[src/verilog/pcat_pkg.sv]
package pcat_pkg;
    // ------------------------------------------------------------
    // register map
    // ------------------------------------------------------------
    localparam logic [7:0]  AREA5_CFG_OFS = 8'h00;
    localparam logic [7:0]  AREA6_CFG_OFS = 8'h04;
    localparam logic [31:0] CFG_RST       = 32'h0000_0500;
    localparam logic [31:0] CFG_WR_MASK   = 32'h0030_7fcf;
    // ------------------------------------------------------------
    // field positions
    // ------------------------------------------------------------
    localparam int UPPER_ATTR_BIT = 21;
    localparam int LOWER_ATTR_BIT = 20;
    localparam int DELAY_LSB      = 11;
    localparam int WAIT_LSB       = 7;
    localparam int EXT_MASK_BIT   = 6;
    localparam int HOLD_LSB       = 0;
    localparam logic [3:0] WAIT_RST  = 4'ha;
    localparam logic [3:0] DELAY_RST = 4'h0;
    // ------------------------------------------------------------
    // timing: one bus cycle is two ref_clk periods (half cycle = 1)
    // ------------------------------------------------------------
    localparam logic [7:0] HALF_TICKS = 8'h01;
    // ------------------------------------------------------------
    // access sequencer states
    // ------------------------------------------------------------
    typedef enum logic [1:0] {
        PCAT_IDLE   = 2'b00,
        PCAT_SETUP  = 2'b01,
        PCAT_STROBE = 2'b10,
        PCAT_HOLD   = 2'b11
    } pcat_state_t;
endpackage
[src/verilog/pcat_area_timing.sv]
`timescale 1ns/1ns
// Summary of operation
// - reserved bits 31..22, 19..15 and 5..4 read zero; software writes zero
// - space attribute bits only matter while the area is in card mode
// - address bit 25 high: upper attribute picks memory or io card
// - address bit 25 low: lower attribute picks memory or io card
// - setup field n gives n plus half bus cycles before strobe
// - wait field codes map to the fixed table of wait cycles
// - wait field resets to 1010, thirty six cycles
// - setup field resets to zero, half a cycle
// - mask bit zero honours external wait, one ignores it
// - hold field n keeps address n plus half cycles after strobe
module pcat_area_timing #(
    parameter int ADDR_W = 8
) (
    input  wire logic              ref_clk,
    input  wire logic              arst_n,
    input  wire logic [ADDR_W-1:0] reg_addr,
    input  wire logic [31:0]       reg_wdata,
    input  wire logic              reg_wr,
    input  wire logic              reg_rd,
    output logic [31:0]            reg_rdata,
    input  wire logic [1:0]        area_card_mode,
    input  wire logic              acc_req,
    input  wire logic              acc_area,
    input  wire logic              acc_a25,
    input  wire logic              acc_write,
    output logic                   acc_busy,
    output logic                   acc_done,
    input  wire logic              card_wait_n,
    output logic                   card_addr_valid,
    output logic                   card_rd_n,
    output logic                   card_we_n,
    output logic                   card_io_sel
);
    // the map needs address bit 2 to tell the two areas apart
    if (ADDR_W < 3) begin : g_addr_w_chk
        $error("ADDR_W too small for the register map");
    end

    // ------------------------------------------------------------
    // helpers
    // ------------------------------------------------------------
    // wait field to bus cycles
    function automatic logic [7:0] wait_cycles(input logic [3:0] code);
        logic [7:0] r;
        r = 8'h03;
        unique case (code)
            4'h0: r = 8'd3;
            4'h1: r = 8'd6;
            4'h2: r = 8'd9;
            4'h3: r = 8'd12;
            4'h4: r = 8'd15;
            4'h5: r = 8'd18;
            4'h6: r = 8'd22;
            4'h7: r = 8'd26;
            4'h8: r = 8'd30;
            4'h9: r = 8'd33;
            4'ha: r = 8'd36;
            4'hb: r = 8'd38;
            4'hc: r = 8'd52;
            4'hd: r = 8'd60;
            4'he: r = 8'd64;
            4'hf: r = 8'd80;
        endcase
        return r;
    endfunction

    // n plus a half bus cycle, in ref_clk ticks
    function automatic logic [7:0] half_ticks(input logic [3:0] n);
        return {3'h0, n, 1'b0} + pcat_pkg::HALF_TICKS;
    endfunction

    // ------------------------------------------------------------
    // configuration registers
    // ------------------------------------------------------------
    logic [31:0] cfg_reg  [2];
    logic [31:0] cfg_next [2];
    logic [31:0] rdata_reg;
    logic [31:0] rdata_next;
    logic        hit5;
    logic        hit6;

    assign hit5 = reg_addr == ADDR_W'(pcat_pkg::AREA5_CFG_OFS);
    assign hit6 = reg_addr == ADDR_W'(pcat_pkg::AREA6_CFG_OFS);

    // writes keep only defined bits; unmapped reads give zero
    always_comb begin
        cfg_next[0] = cfg_reg[0];
        cfg_next[1] = cfg_reg[1];
        rdata_next  = 32'h0000_0000;
        if (reg_wr && hit5) begin
            cfg_next[0] = reg_wdata & pcat_pkg::CFG_WR_MASK;
        end
        if (reg_wr && hit6) begin
            cfg_next[1] = reg_wdata & pcat_pkg::CFG_WR_MASK;
        end
        if (reg_rd && hit5) begin
            rdata_next = cfg_reg[0];
        end else if (reg_rd && hit6) begin
            rdata_next = cfg_reg[1];
        end
    end

    // reset loads wait 1010 and setup 0000
    always_ff @(posedge ref_clk or negedge arst_n) begin
        if (!arst_n) begin
            cfg_reg[0] <= pcat_pkg::CFG_RST;
            cfg_reg[1] <= pcat_pkg::CFG_RST;
            rdata_reg  <= 32'h0000_0000;
        end else begin
            cfg_reg[0] <= cfg_next[0];
            cfg_reg[1] <= cfg_next[1];
            rdata_reg  <= rdata_next;
        end
    end

    assign reg_rdata = rdata_reg;

    // ------------------------------------------------------------
    // external wait synchroniser
    // ------------------------------------------------------------
    logic wait_meta_reg;
    logic wait_sync_reg;

    always_ff @(posedge ref_clk or negedge arst_n) begin
        if (!arst_n) begin
            wait_meta_reg <= 1'b0;
            wait_sync_reg <= 1'b0;
        end else begin
            wait_meta_reg <= ~card_wait_n;
            wait_sync_reg <= wait_meta_reg;
        end
    end

    // ------------------------------------------------------------
    // access sequencer
    // ------------------------------------------------------------
    pcat_pkg::pcat_state_t state_reg, state_next;
    logic [7:0]  cnt_reg, cnt_next;
    logic [3:0]  hold_reg, hold_next;
    logic [3:0]  wait_reg, wait_next;
    logic        mask_reg, mask_next;
    logic        io_reg, io_next;
    logic        wr_reg, wr_next;
    logic        done_reg, done_next;
    logic [31:0] sel_cfg;
    logic        start;
    logic        sel_attr;
    logic [7:0]  wait_len;

    // wait cycles of the captured wait field
    assign wait_len = wait_cycles(wait_reg);

    assign sel_cfg  = cfg_reg[acc_area];
    assign start    = acc_req && (state_reg == pcat_pkg::PCAT_IDLE);
    assign sel_attr = acc_a25 ? sel_cfg[pcat_pkg::UPPER_ATTR_BIT]
                              : sel_cfg[pcat_pkg::LOWER_ATTR_BIT];

    // settings are captured when the access starts
    always_comb begin
        state_next = state_reg;
        cnt_next   = cnt_reg;
        hold_next  = hold_reg;
        wait_next  = wait_reg;
        mask_next  = mask_reg;
        io_next    = io_reg;
        wr_next    = wr_reg;
        done_next  = 1'b0;
        unique case (state_reg)
            pcat_pkg::PCAT_IDLE: begin
                if (start) begin
                    state_next = pcat_pkg::PCAT_SETUP;
                    cnt_next   = half_ticks(sel_cfg[pcat_pkg::DELAY_LSB +: 4])
                               - 8'h01;
                    hold_next  = sel_cfg[pcat_pkg::HOLD_LSB +: 4];
                    wait_next  = sel_cfg[pcat_pkg::WAIT_LSB +: 4];
                    mask_next  = sel_cfg[pcat_pkg::EXT_MASK_BIT];
                    io_next    = area_card_mode[acc_area] && sel_attr;
                    wr_next    = acc_write;
                end
            end
            pcat_pkg::PCAT_SETUP: begin
                if (cnt_reg == 8'h00) begin
                    state_next = pcat_pkg::PCAT_STROBE;
                    cnt_next   = {wait_len[6:0], 1'b0}
                               - 8'h01;
                end else begin
                    cnt_next = cnt_reg - 8'h01;
                end
            end
            pcat_pkg::PCAT_STROBE: begin
                if (cnt_reg != 8'h00) begin
                    cnt_next = cnt_reg - 8'h01;
                end else if (!mask_reg && wait_sync_reg) begin
                    state_next = pcat_pkg::PCAT_STROBE;
                end else begin
                    state_next = pcat_pkg::PCAT_HOLD;
                    cnt_next   = half_ticks(hold_reg) - 8'h01;
                end
            end
            pcat_pkg::PCAT_HOLD: begin
                if (cnt_reg == 8'h00) begin
                    state_next = pcat_pkg::PCAT_IDLE;
                    done_next  = 1'b1;
                end else begin
                    cnt_next = cnt_reg - 8'h01;
                end
            end
        endcase
    end

    // sequencer registers
    always_ff @(posedge ref_clk or negedge arst_n) begin
        if (!arst_n) begin
            state_reg <= pcat_pkg::PCAT_IDLE;
            cnt_reg   <= 8'h00;
            hold_reg  <= 4'h0;
            wait_reg  <= 4'h0;
            mask_reg  <= 1'b0;
            io_reg    <= 1'b0;
            wr_reg    <= 1'b0;
            done_reg  <= 1'b0;
        end else begin
            state_reg <= state_next;
            cnt_reg   <= cnt_next;
            hold_reg  <= hold_next;
            wait_reg  <= wait_next;
            mask_reg  <= mask_next;
            io_reg    <= io_next;
            wr_reg    <= wr_next;
            done_reg  <= done_next;
        end
    end

    // card pins decoded from the state register
    assign acc_busy        = state_reg != pcat_pkg::PCAT_IDLE;
    assign acc_done        = done_reg;
    assign card_addr_valid = state_reg != pcat_pkg::PCAT_IDLE;
    assign card_rd_n       = !(state_reg == pcat_pkg::PCAT_STROBE && !wr_reg);
    assign card_we_n       = !(state_reg == pcat_pkg::PCAT_STROBE && wr_reg);
    assign card_io_sel     = io_reg && acc_busy;

    // ------------------------------------------------------------
    // checks
    // ------------------------------------------------------------
    logic [7:0] len_reg;
    logic [3:0] dly_chk_reg;
    logic       up_attr;
    logic       lo_attr;
    logic       sel_mode;

    assign up_attr  = sel_cfg[pcat_pkg::UPPER_ATTR_BIT];
    assign lo_attr  = sel_cfg[pcat_pkg::LOWER_ATTR_BIT];
    assign sel_mode = area_card_mode[acc_area];

    // cycles spent in the current state
    always_ff @(posedge ref_clk or negedge arst_n) begin
        if (!arst_n) begin
            len_reg <= 8'h00;
        end else if (state_next != state_reg) begin
            len_reg <= 8'h00;
        end else begin
            len_reg <= len_reg + 8'h01;
        end
    end

    // setup field seen at accept, for the setup length check
    always_ff @(posedge ref_clk or negedge arst_n) begin
        if (!arst_n) begin
            dly_chk_reg <= 4'h0;
        end else if (start) begin
            dly_chk_reg <= sel_cfg[pcat_pkg::DELAY_LSB +: 4];
        end
    end
endmodule

[config.mk]
export PLATFORM = sky130hd
export DESIGN_NAME = pcat_area_timing
export DESIGN_NICKNAME = d
export VERILOG_FILES = /design/src/verilog/pcat_pkg.sv /design/src/verilog/pcat_area_timing.sv
export SDC_FILE = /design/constraint.sdc
export NUM_CORES = 1
export LEC_CHECK = 0
export ABC_AREA = 1
export BUFFER_PORTS_ARGS = -buffer_cell sky130_fd_sc_hd__clkbuf_2
export CAP_MARGIN = 20
export CELL_PAD_IN_SITES_DETAIL_PLACEMENT = 1
export CELL_PAD_IN_SITES_GLOBAL_PLACEMENT = 1
export CORE_UTILIZATION = 43
export CTS_BUF_LIST = sky130_fd_sc_hd__clkbuf_4 sky130_fd_sc_hd__clkbuf_8
export CTS_CLUSTER_DIAMETER = 30
export DETAILED_ROUTE_END_ITERATION = 8
export GPL_ROUTABILITY_DRIVEN = 1
export PLACE_DENSITY_LB_ADDON = 0.1
export SLEW_MARGIN = 10
export SYNTH_ARGS = -nofsm -noshare
export SYNTH_HDL_FRONTEND = slang
export SYNTH_SLANG_ARGS = --single-unit
[constraint.sdc]
create_clock -name ref_clk -period 2.7 [get_ports ref_clk]
set_input_delay 0.27 -clock ref_clk [delete_from_list [all_inputs] [get_ports ref_clk]]
set_output_delay 0.27 -clock ref_clk [all_outputs]
set_load 0.03 [all_outputs]
# Word level (Yosys, flattened, before mapping)
# Memory sizes are Yosys's and may differ from the RTL's.
# Cells that the tools add are included.
word_totals:
  register_bits: 86
  romBits: 112
  output_inout_bits: 38
  memories: 1
mem_list:
  columns: ["memory", "depth", "width", "read_ports", "rd_clocked_by_memory_dff", "write_ports", "line_no", "source"]
  rows:
  - ["(name not given)", 16, 7, 1, 0, 0, "pcat_area_timing.sv:48", "unique case (code)"]
classes:
  add_sub_neg: 6
  n_lt_le_gt_ge: 2
  n_eq_ne: 10
  muxes: 22
  bitwise: 2
  reduce_logical: 22
op_table:
  columns: ["op", "count"]
  rows:
  - ["$mux W22", 4]
  - ["$mux W8", 5]
  - ["$mux W32", 1]
  - ["$pmux W8 S4", 1]
  - ["$logic_not A8 Y1", 2]
  - ["$sub A8 B1 Y8 const B", 2]
  - ["$sub A6 B1 Y7 const B", 2]
  - ["$add A5 B1 Y6 const B", 2]
  - ["$logic_and A1 B1 Y1", 10]
  - ["$ne A2 B2 Y1 const B", 5]
  - ["$eq A8 B3 Y1 const B", 1]
  - ["$mux W2", 4]
  - ["$pmux W2 S4", 1]
  - ["$reduce_bool A8 Y1", 1]
  - ["$mux W1", 6]
  - ["$eq A2 B2 Y1 const B", 2]
  - ["$logic_not A1 Y1", 4]
  - ["$reduce_and A4 Y1", 1]
  - ["$ne A3 B3 Y1 const B", 1]
  - ["$reduce_and A3 Y1", 1]
  - ["$eq A2 B1 Y1 const B", 1]
  - ["$ge A2 B2 Y1 const B", 1]
  - ["$logic_not A2 Y1", 1]
  - ["$lt A1 B2 Y1 const B", 1]
  - ["4 further kinds", 4]

# Longest topological paths before layout
# Gate-level depths: netlist of the first run.
logic_depth:
  word_depth: 8
  mapped_depth: 15
  mapped_depth_nobuf: 15

# Least setup slack after synthesis of the first run
# No wires, ideal clock.
synth_timing:
  path_kind: "register to register"
  startpoint: "register state_reg[0]"
  endpoint: "register cnt_reg[4]"
  setup_ps: 119
  arrival_ps: 1652
  required_time_ps: 2581
  setup_slack_ps: 930
  path_stages_with_launch: 12
  n_path_buf: 0
  path_cell_list: "dfrtp_1 -> inv_1 -> ha_1 -> inv_1 -> nor2_1 -> inv_1 -> o21ai_0 -> o21bai_4 -> inv_4 -> nand2_1 -> o21ai_1 -> nand2_1"
synth_via:
  elab_chain_len: 4
synth_rtl:
  columns: ["item", "line_no", "source"]
  rows:
  - ["from (decl)", "pcat_area_timing.sv:139", "pcat_pkg::pcat_state_t state_reg, state_next;"]
  - ["from (signal assigned)", "pcat_area_timing.sv:216", "state_reg <= pcat_pkg::PCAT_IDLE;"]
  - ["from (signal assigned)", "pcat_area_timing.sv:225", "state_reg <= state_next;"]
  - ["$logic_not A2 Y1", "pcat_area_timing.sv:156, pcat_area_timing.sv:170", null]
  - ["$logic_and A1 B1 Y1", "pcat_area_timing.sv:156", "assign start = acc_req && (state_reg == pcat_pkg::PCAT_IDLE);"]
  - ["$ne A2 B2 Y1 (no line)", null, null]
  - ["$reduce_and A3 Y1 (no line)", null, null]
  - ["to (signal assigned)", "pcat_area_timing.sv:226", "cnt_reg <= cnt_next;"]
  - ["to (decl)", "pcat_area_timing.sv:140", "logic [7:0] cnt_reg, cnt_next;"]
# Parallel ways exist; a longest one is shown, timed or not.
# A chain may end at the register's enable or synchronous reset.

# Worst setup path in the final report of the first run
layout_timing:
  startpoint: "register state_reg[0]"
  endpoint: "register cnt_reg[7]"
# The elaborated chain is that of the path after synthesis.

==> qor.csv, run 1 <==
metric;value;unit
status;finished, final reports clean;
CTS Sinks;69;
IR drop worst, VDD;0.000248;V
post-layout util;50.7;%
cell taking the most area after synthesis;dfrtp_1;
DIE HEIGHT;94.7;µm
Worst EP arrival;2.30;ns
Sum Neg Setup Slack;0;ns
DRT iter0 DRCs;93;
Port Buf Inserts;54;
Sequential cell area;0.00173;mm²
register share of total power;52.4;%
residual overflow from global routing;0;
Residual DRC;0;
final estimated routing congestion in global placement;0.817;
sequential area share after synthesis;46.9;%
Comb pwr share;6.3;%
switch share;25.7;%
number of H-tree levels;3;
Critical R2R Capture;cnt_reg[7];
Hold Path Class;in2async;
Worst Setup End Kind;register;
IO Count;89;
Pleak;2.21;nW
final worst path period share;74.6;%
unrepaired setup endpoints after global routing;false;
Rel. slew slack;39.9;%
DIE AREA;0.00896;mm²
element type at the critical path start;register;
mean number of vias per cell;4.99;
P&R area growth vs syn;13.5;%
register-to-register setup slack;0.69;ns
vias in the first global route;3200;
Max Slew Vio Count;0;
Crit Path Max Fanout;8;
worst reg2reg startpoint;state_reg[0];
Die Wd;94.7;µm
GRT Total Usage;22.9;%
CTS Buf Count;9;
Worst Tran Pin Value;0.900;ns
Yosys cell types;35;
CP startpoint;state_reg[0];
clock tree buffer depth;2;
Synth warnings;0;
MaxCap Viol Count;0;
Max Clock Freq;0.497;GHz
Fin. Hold Viols;0;
Clk pwr share;41.4;%
first-pass GRT wire length;15500;µm
Reg clk slew, reported paths;0.08;ns
Synth top area share;44.1;%
CTS tree;built;
clock skew;0.00852;ns
Yosys reg bits;69;
dpl cells;615;
total wire length;9310;µm
final cell count without fillers;631;
minimum clock period;2.01;ns
FF-to-FF path depth;10;
Internal;1.52;mW
n_diodes;0;
NetSw;527;µW
Mapped Cells;469;
hpwl dp;6840;µm
Mapped Area;0.00369;mm²
total setup buffers inserted after CTS;0;
pin count of the biggest net entering global routing;34;
Skew-Pair Late Insertion Delay;0.35;ns
CP endpoint;cnt_reg[7];
area of the multi-input gates;0.00156;mm²
vias post-DR;3150;
Rows;33;
core area;0.00826;mm²
Avg Inst Size Synth;7.87;µm²
clock root cell;clkbuf_8;
Fillers;1063;
nets;581;
WP data required;2.98;ns
top cells by area, synth;dfrtp_1 44%, nand2_1 11%, o21ai_0 6.8%;
post-CTS sizing;0;
WL/cell;14.8;µm
antenna-violating nets left;0;
hold_buf cts;0;
critical path class;reg2reg;
antenna violations before repair;0;
power density cells;490;mW/mm²
Initial Util;44.7;%
First-pass DRT Iterations;4;
endpoints failing setup;0;
max FFs per register;30;
fraction of layout cells with a size suffix above 1;17.3;%
## kinds of logic after synthesis
family	after synthesis	share of synthesized area, %
buffers and inverters	101	12.4
other	1	0.102
adders and majority gates	9	3.05
AOI/OAI and AO/OA	104	15.2
xor gates and xnor gates	7	1.66
and+or+nand+nor	178	20.7
DFF	69	46.9
## cell type report
cell class                 instances  share of cell area (%)
clock buffer                       9                    2.96
clock inverter                     7                    1.76
inverter                          69                    6.24
multi-input combinational        315                    37.3
sequential                        69                    41.3
tap                              105                    3.14
timing repair buffer              57                    7.29
## metal layers
metal  track usage, %  wire, µm
met5                0         0
met4             10.4       221
met3             2.98       249
met2             38.1      4650
met1             29.7      4190
## placed cells by master (no fill, tap or decap), drive strengths merged
master / instances
o2111ai: 1
clkinv: 3
nand3b: 2
o22ai: 4
nand3: 30
xor2: 6
o221ai: 1
nor2: 28
clkbuf: 62
bufinv: 1
o21bai: 2
or2: 1
o21ai: 74
and2: 1
dfrtp: 65
nor4: 3
buf: 4
a21oi: 19
ha: 9
inv: 71
dfstp: 4
nor3: 3
xnor2: 1
clkinvlp: 1
nand2: 110
o211ai: 3
conb: 17
## power groups by stage
stage	clock network (mW)	registers, mW	logic [mW]
6_report	0.849	1.07	0.128
5_1_grt	0.911	1.08	0.147
4_1_cts	0.873	1.07	0.131
3_5_place_dp	0	1.09	0.131
3_3_place_gp	0	1.09	0.126
2_1_floorplan	0	1.09	0.0865
## worst min-delay path by stage
stage,startpoint,to,slack (ns)
floorplan,arst_n,acc_done,-0.03
global placement,wait_meta_reg,wait_sync_reg,0.33
finish,arst_n,cnt_reg[7],0.008
global route,card_wait_n,wait_meta_reg,0.04
CTS,arst_n,cnt_reg[7],0.03
detailed placement,wait_meta_reg,wait_sync_reg,0.34
## critical path: stages (launching register included)
cell	delay [ns]
dfrtp_1	0.40
inv_1	0.09
ha_1	0.31
inv_1	0.29
nor2_1	0.07
inv_1	0.07
o21ai_0	0.08
o21bai_4	0.23
nor2_2	0.23
nand2_1	0.08
o21ai_1	0.08
## synthesized netlist by cell type, drive strengths merged
cell type  instances
nand2            110
o211ai             3
inv               69
nor4               3
dfstp              4
o21ai             74
nor2              28
xnor2              1
o22ai              4
ha                 9
o221ai             1
o2111ai            1
xor2               6
buf               23
conb               1
nand3b             2
dfrtp             65
clkbuf             9
nor3               3
or2                1
a21oi             19
o21bai             2
and2               1
nand3             30
## per-stage QoR
step	hold slack (ns)	setup WS [ns]	instance area [µm²]	power (mW)
final	0.00786	0.686	4190	2.05
after global routing	0.0445	0.474	4190	2.14
after CTS	0.0271	0.636	4190	2.08
after detailed placement	0.337	0.687	3990	1.22
after global placement	0.335	0.727	3990	1.22
after floorplan	-0.0256	0.930	3750	1.18
Note: power is estimated with default switching activity, not from simulation.
==> run 2: changes to the inputs <==
- CORE_UTILIZATION: 43 -> 40
- clock period: 2.7 -> 2 ns (I/O delays scaled with it)
==> qor.csv, run 2 (synthesis gave the netlist of run 1 again) <==
metric;value;unit
Rows;34;
number of H-tree levels;3;
endpoints failing setup;0;
n_diodes;0;
failing checks;design-rule violations;
slowest stage delay, CP;0.42;ns
first-pass GRT wire length;16200;µm
Top cell by count, worst path;inv_1;
WL/cell;14.5;µm
Sum Neg Setup Slack;0;ns
nets;591;
mean number of vias per cell;4.96;
element type at the critical path start;register;
DIE HEIGHT;98.1;µm
antenna violations before repair;0;
Initial Util;41.7;%
final estimated routing congestion in global placement;0.823;
WP data required;1.80;ns
Die Wd;98.1;µm
Reg clk slew, reported paths;0.08;ns
residual overflow from global routing;0;
power density cells;622;mW/mm²
most common cell after layout, fill and taps aside;nand2_1;
vias in the first global route;3262;
Skew-Pair Late Insertion Delay;0.35;ns
vias post-DR;3197;
Port Buf Inserts;54;
pin count of the biggest net entering global routing;36;
final worst path period share;93.3;%
clock tree buffer depth;2;
Worst Tran Pin Value;0.712;ns
kind of cell adding the most delay to the critical path;flip-flops;
Pleak;2.25;nW
Hold Path Class;in2reg;
Crit Path Max Fanout;4;
IO Count;89;
Max Clock Freq;0.536;GHz
clock skew;0.00923;ns
antenna-violating nets left;0;
Buf/Inv on CP;3;
Worst Setup End Kind;output pin;
CTS tree;built;
max FFs per register;30;
P&R area growth vs syn;15.8;%
GRT Total Usage;21.4;%
clock root cell;clkbuf_8;
Worst Hold Margin;0.0468;ns
status;finished, violations left;
Worst EP arrival;1.67;ns
total setup buffers inserted after CTS;0;
IR drop worst, VDD;0.000271;V
Rel. slew slack;52.6;%
unrepaired setup endpoints after global routing;false;
First-pass DRT Iterations;8;
DIE AREA;0.00962;mm²
Max Slew Vio Count;0;
core area;0.00885;mm²
DRT iter0 DRCs;148;
minimum clock period;1.87;ns
total wire length;9340;µm
CP cell instances;inv_1 -> ha_1 -> inv_1 -> or2_2 -> clkbuf_2;
fraction of layout cells with a size suffix above 1;19.0;%
MaxCap Viol Count;0;
Residual DRC;2;
critical path class;reg2out;
crit path max-delay cell type;dfrtp_1;
hpwl dp;7010;µm
CTS Buf Count;9;
Fin. Hold Viols;0;
most frequent cells in the layout;108 x nand2_1, 65 x inv_1, 65 x dfrtp_1;
CTS Sinks;69;
[run 2: layout make-up]
cell class | instances | area, µm²
Timing Repair Buffer | 67 | 398
Inverter | 69 | 262
Tap cell | 108 | 135
Clock buffer | 9 | 124
Clock inverter | 7 | 51.3
Fill cell | 1141 | 4570
Multi-Input combinational cell | 315 | 1570
Sequential cell | 69 | 1730
[run 2: repair_timing]
item,4_1_cts,5_1_grt
setup endpoints to repair,0,3
hold buffers,2,0
gates resized for setup,0,3
endpoints found under the hold margin,23,0
[run 2: path summary, 6_finish.rpt]
check                                    from             to  slack (ns)  depth (start not counted)
worst max register to register     cnt_reg[1]     cnt_reg[1]        0.22                         11
max in group asynchronous              arst_n    cfg_reg[34]        0.93                          3
min in group asynchronous              arst_n   reg_rdata[7]        0.44                          2
worst max-delay path             state_reg[0]      card_rd_n        0.13                          5
worst min-delay path                acc_write         wr_reg        0.05                          3
worst min register to register  wait_meta_reg  wait_sync_reg        0.36                          0
[run 2: per-stage QoR]
| stage | std cells | cell area (µm²) | util [%] | setup slack [ns] | power [mW] |
|---|---|---|---|---|---|
| 2_1_floorplan | 485 | 3750 | - | 0.230 | 1.59 |
| 3_3_place_gp | 626 | 4070 | 46.0 | 0.257 | 1.65 |
| 3_5_place_dp | 626 | 4070 | 46.0 | 0.194 | 1.66 |
| 4_1_cts | 644 | 4260 | 48.2 | 0.0847 | 2.69 |
| 5_1_grt | 644 | 4270 | 48.3 | 0.0369 | 2.78 |
| 6_report | 644 | 4270 | 48.3 | 0.134 | 2.66 |
[run 2: worst reg2reg max path: cells and delay by family, from the launching register on]
family	cells	cell delay [ns]
compound gates	2	0.38
fa+ha+maj	1	0.16
buf+inv	4	0.36
flops	1	0.39
simple gates	4	0.40
[run 2: layer usage]
metal / share of wire, % / vias to the layer above / track usage (%)
met5: 0 / - / 0
met4: 1.1 / 0 / 7.11
met3: 2.7 / 10 / 3.08
met2: 48 / 60 / 36.2
met1: 48 / 1538 / 28.1
li1: - / 1589 / -
[run 2: where the power goes]
part           switching, mW  internal (mW)
combinational          0.126         0.0523
clock                  0.578          0.453
sequential            0.0229           1.43
total                  0.727           1.93
==> run 3: changes to the inputs <==
- CORE_ASPECT_RATIO: default -> 0.75
- SLEW_MARGIN: 10 -> 20
==> qor.csv, run 3 (synthesis gave the netlist of run 1 again) <==
metric;value;unit
Crit Path Max Fanout;4;
area of the multi-input gates;0.00158;mm²
most common cell after layout, fill and taps aside;nand2_1;
Critical R2R Capture;cnt_reg[4];
power density cells;702;mW/mm²
Initial Util;42.4;%
pre-CTS WS;0.194;ns
Fin. Hold Viols;0;
Hold Path Class;in2reg;
vias in the first global route;3304;
worst setup margin;0.148;ns
CP cell instances;inv_1 -> ha_2 -> inv_1 -> or2_2 -> clkbuf_2;
DIE AREA;0.00962;mm²
WL/cell;14.8;µm
most frequent cells in the layout;108 x nand2_1, 65 x inv_1, 65 x dfrtp_1;
DIE HEIGHT;85.2;µm
vias post-DR;3182;
Rel. slew slack;65.3;%
pin count of the biggest net entering global routing;37;
crit path max-delay cell type;dfrtp_1;
residual overflow from global routing;0;
worst reg2reg startpoint;wait_reg[0];
clock tree buffer depth;2;
critical path class;reg2out;
Port Buf Inserts;54;
Reg clk slew, reported paths;0.08;ns
total wire length;9560;µm
Worst EP arrival;1.65;ns
final worst path period share;92.6;%
fraction of layout cells with a size suffix above 1;19.2;%
first-pass GRT wire length;16100;µm
Skew-Pair Late Insertion Delay;0.35;ns
Max Slew Vio Count;0;
Residual DRC;0;
CTS Sinks;69;
hold-critical path depth;3;
number of H-tree levels;3;
Worst Hold Margin;0.0495;ns
endpoints failing setup;0;
clock skew;0.0140;ns
register-to-register setup slack;0.17;ns
mean number of vias per cell;4.94;
antenna-violating nets left;0;
FF-to-FF path depth;10;
slowest stage delay, CP;0.42;ns
hpwl dp;6970;µm
DRT iter0 DRCs;151;
n_diodes;0;
Fillers;1117;
Max Clock Freq;0.540;GHz
total setup buffers inserted after CTS;0;
Die Wd;113;µm
element type at the critical path start;register;
minimum clock period;1.85;ns
hold path endpoint;cfg_reg[40];
status;finished, final reports clean;
antenna violations before repair;0;
clock root cell;clkbuf_8;
MaxCap Viol Count;0;
CTS Buf Count;9;
CTS tree;built;
hold_sp;reg_wdata[8];
Rows;29;
Sum Neg Setup Slack;0;ns
GRT Total Usage;21.9;%
WP data required;1.80;ns
core area;0.00871;mm²
IR drop worst, VDD;0.000391;V
IO Count;89;
Top cell by count, worst path;inv_1;
final estimated routing congestion in global placement;0.851;
P&R area growth vs syn;17.0;%
Worst Tran Pin Value;0.516;ns
Sequential cell area;0.00173;mm²
nets;591;
First-pass DRT Iterations;4;
unrepaired setup endpoints after global routing;false;
Worst Setup End Kind;output pin;
Pleak;2.27;nW
max FFs per register;30;
post-layout util;49.6;%
-- run 3: final cells by class --
cell class	instances	share of cell area (%)
timing repair buffer	67	8.63
multi-input combinational	315	36.5
inverter	69	6.05
tap	108	3.13
clock inverter	4	2.26
clock buffer	12	3.39
sequential	69	40.1
-- run 3: worst max path at each step --
stage,from,to,slack [ns]
floorplan,state_reg[0],cnt_reg[4],0.23
global placement,cnt_reg[0],cnt_reg[4],0.23
detailed placement,wait_reg[0],cnt_reg[6],0.19
CTS,state_reg[0],card_rd_n,0.09
global route,cnt_reg[0],cnt_reg[4],0.002
finish,state_reg[0],card_rd_n,0.15
-- run 3: what timing repair did --
item / in CTS / in global routing
hold buffers: 2 / 0
setup endpoints to repair: 0 / 4
resized for setup: 0 / 5
endpoints found under the hold margin: 66 / 0
-- run 3: metrics by stage --
step                      std cells  instance area, µm²  power, mW
final                           644                4320       3.03
after global routing            644                4320       3.17
after CTS                       644                4310       3.08
after detailed placement        626                4040       1.65
after global placement          626                4040       1.64
after floorplan                 485                3750       1.59
-- run 3: critical path, delay by kind of cell (launching register included) --
kind          cells  cell delay (ns)
simple gates      1             0.28
fa+ha+maj         1             0.22
buf+inv           3             0.38
flops             1             0.42
-- run 3: power breakdown --
| part | internal, mW | leakage [nW] | switching [mW] |
|---|---|---|---|
| Combinational | 0.0496 | 1.27 | 0.127 |
| Sequential | 1.43 | 0.886 | 0.0196 |
| Clock | 0.871 | 0.121 | 0.539 |
-- run 3: metal layers --
metal / global-route usage, % / up-vias / share of wire (%)
met5: 0 / - / 0
met4: 5.38 / 0 / 0.86
met3: 5.36 / 7 / 2.5
met2: 36.2 / 45 / 47
met1: 29.2 / 1537 / 49
li1: - / 1593 / -
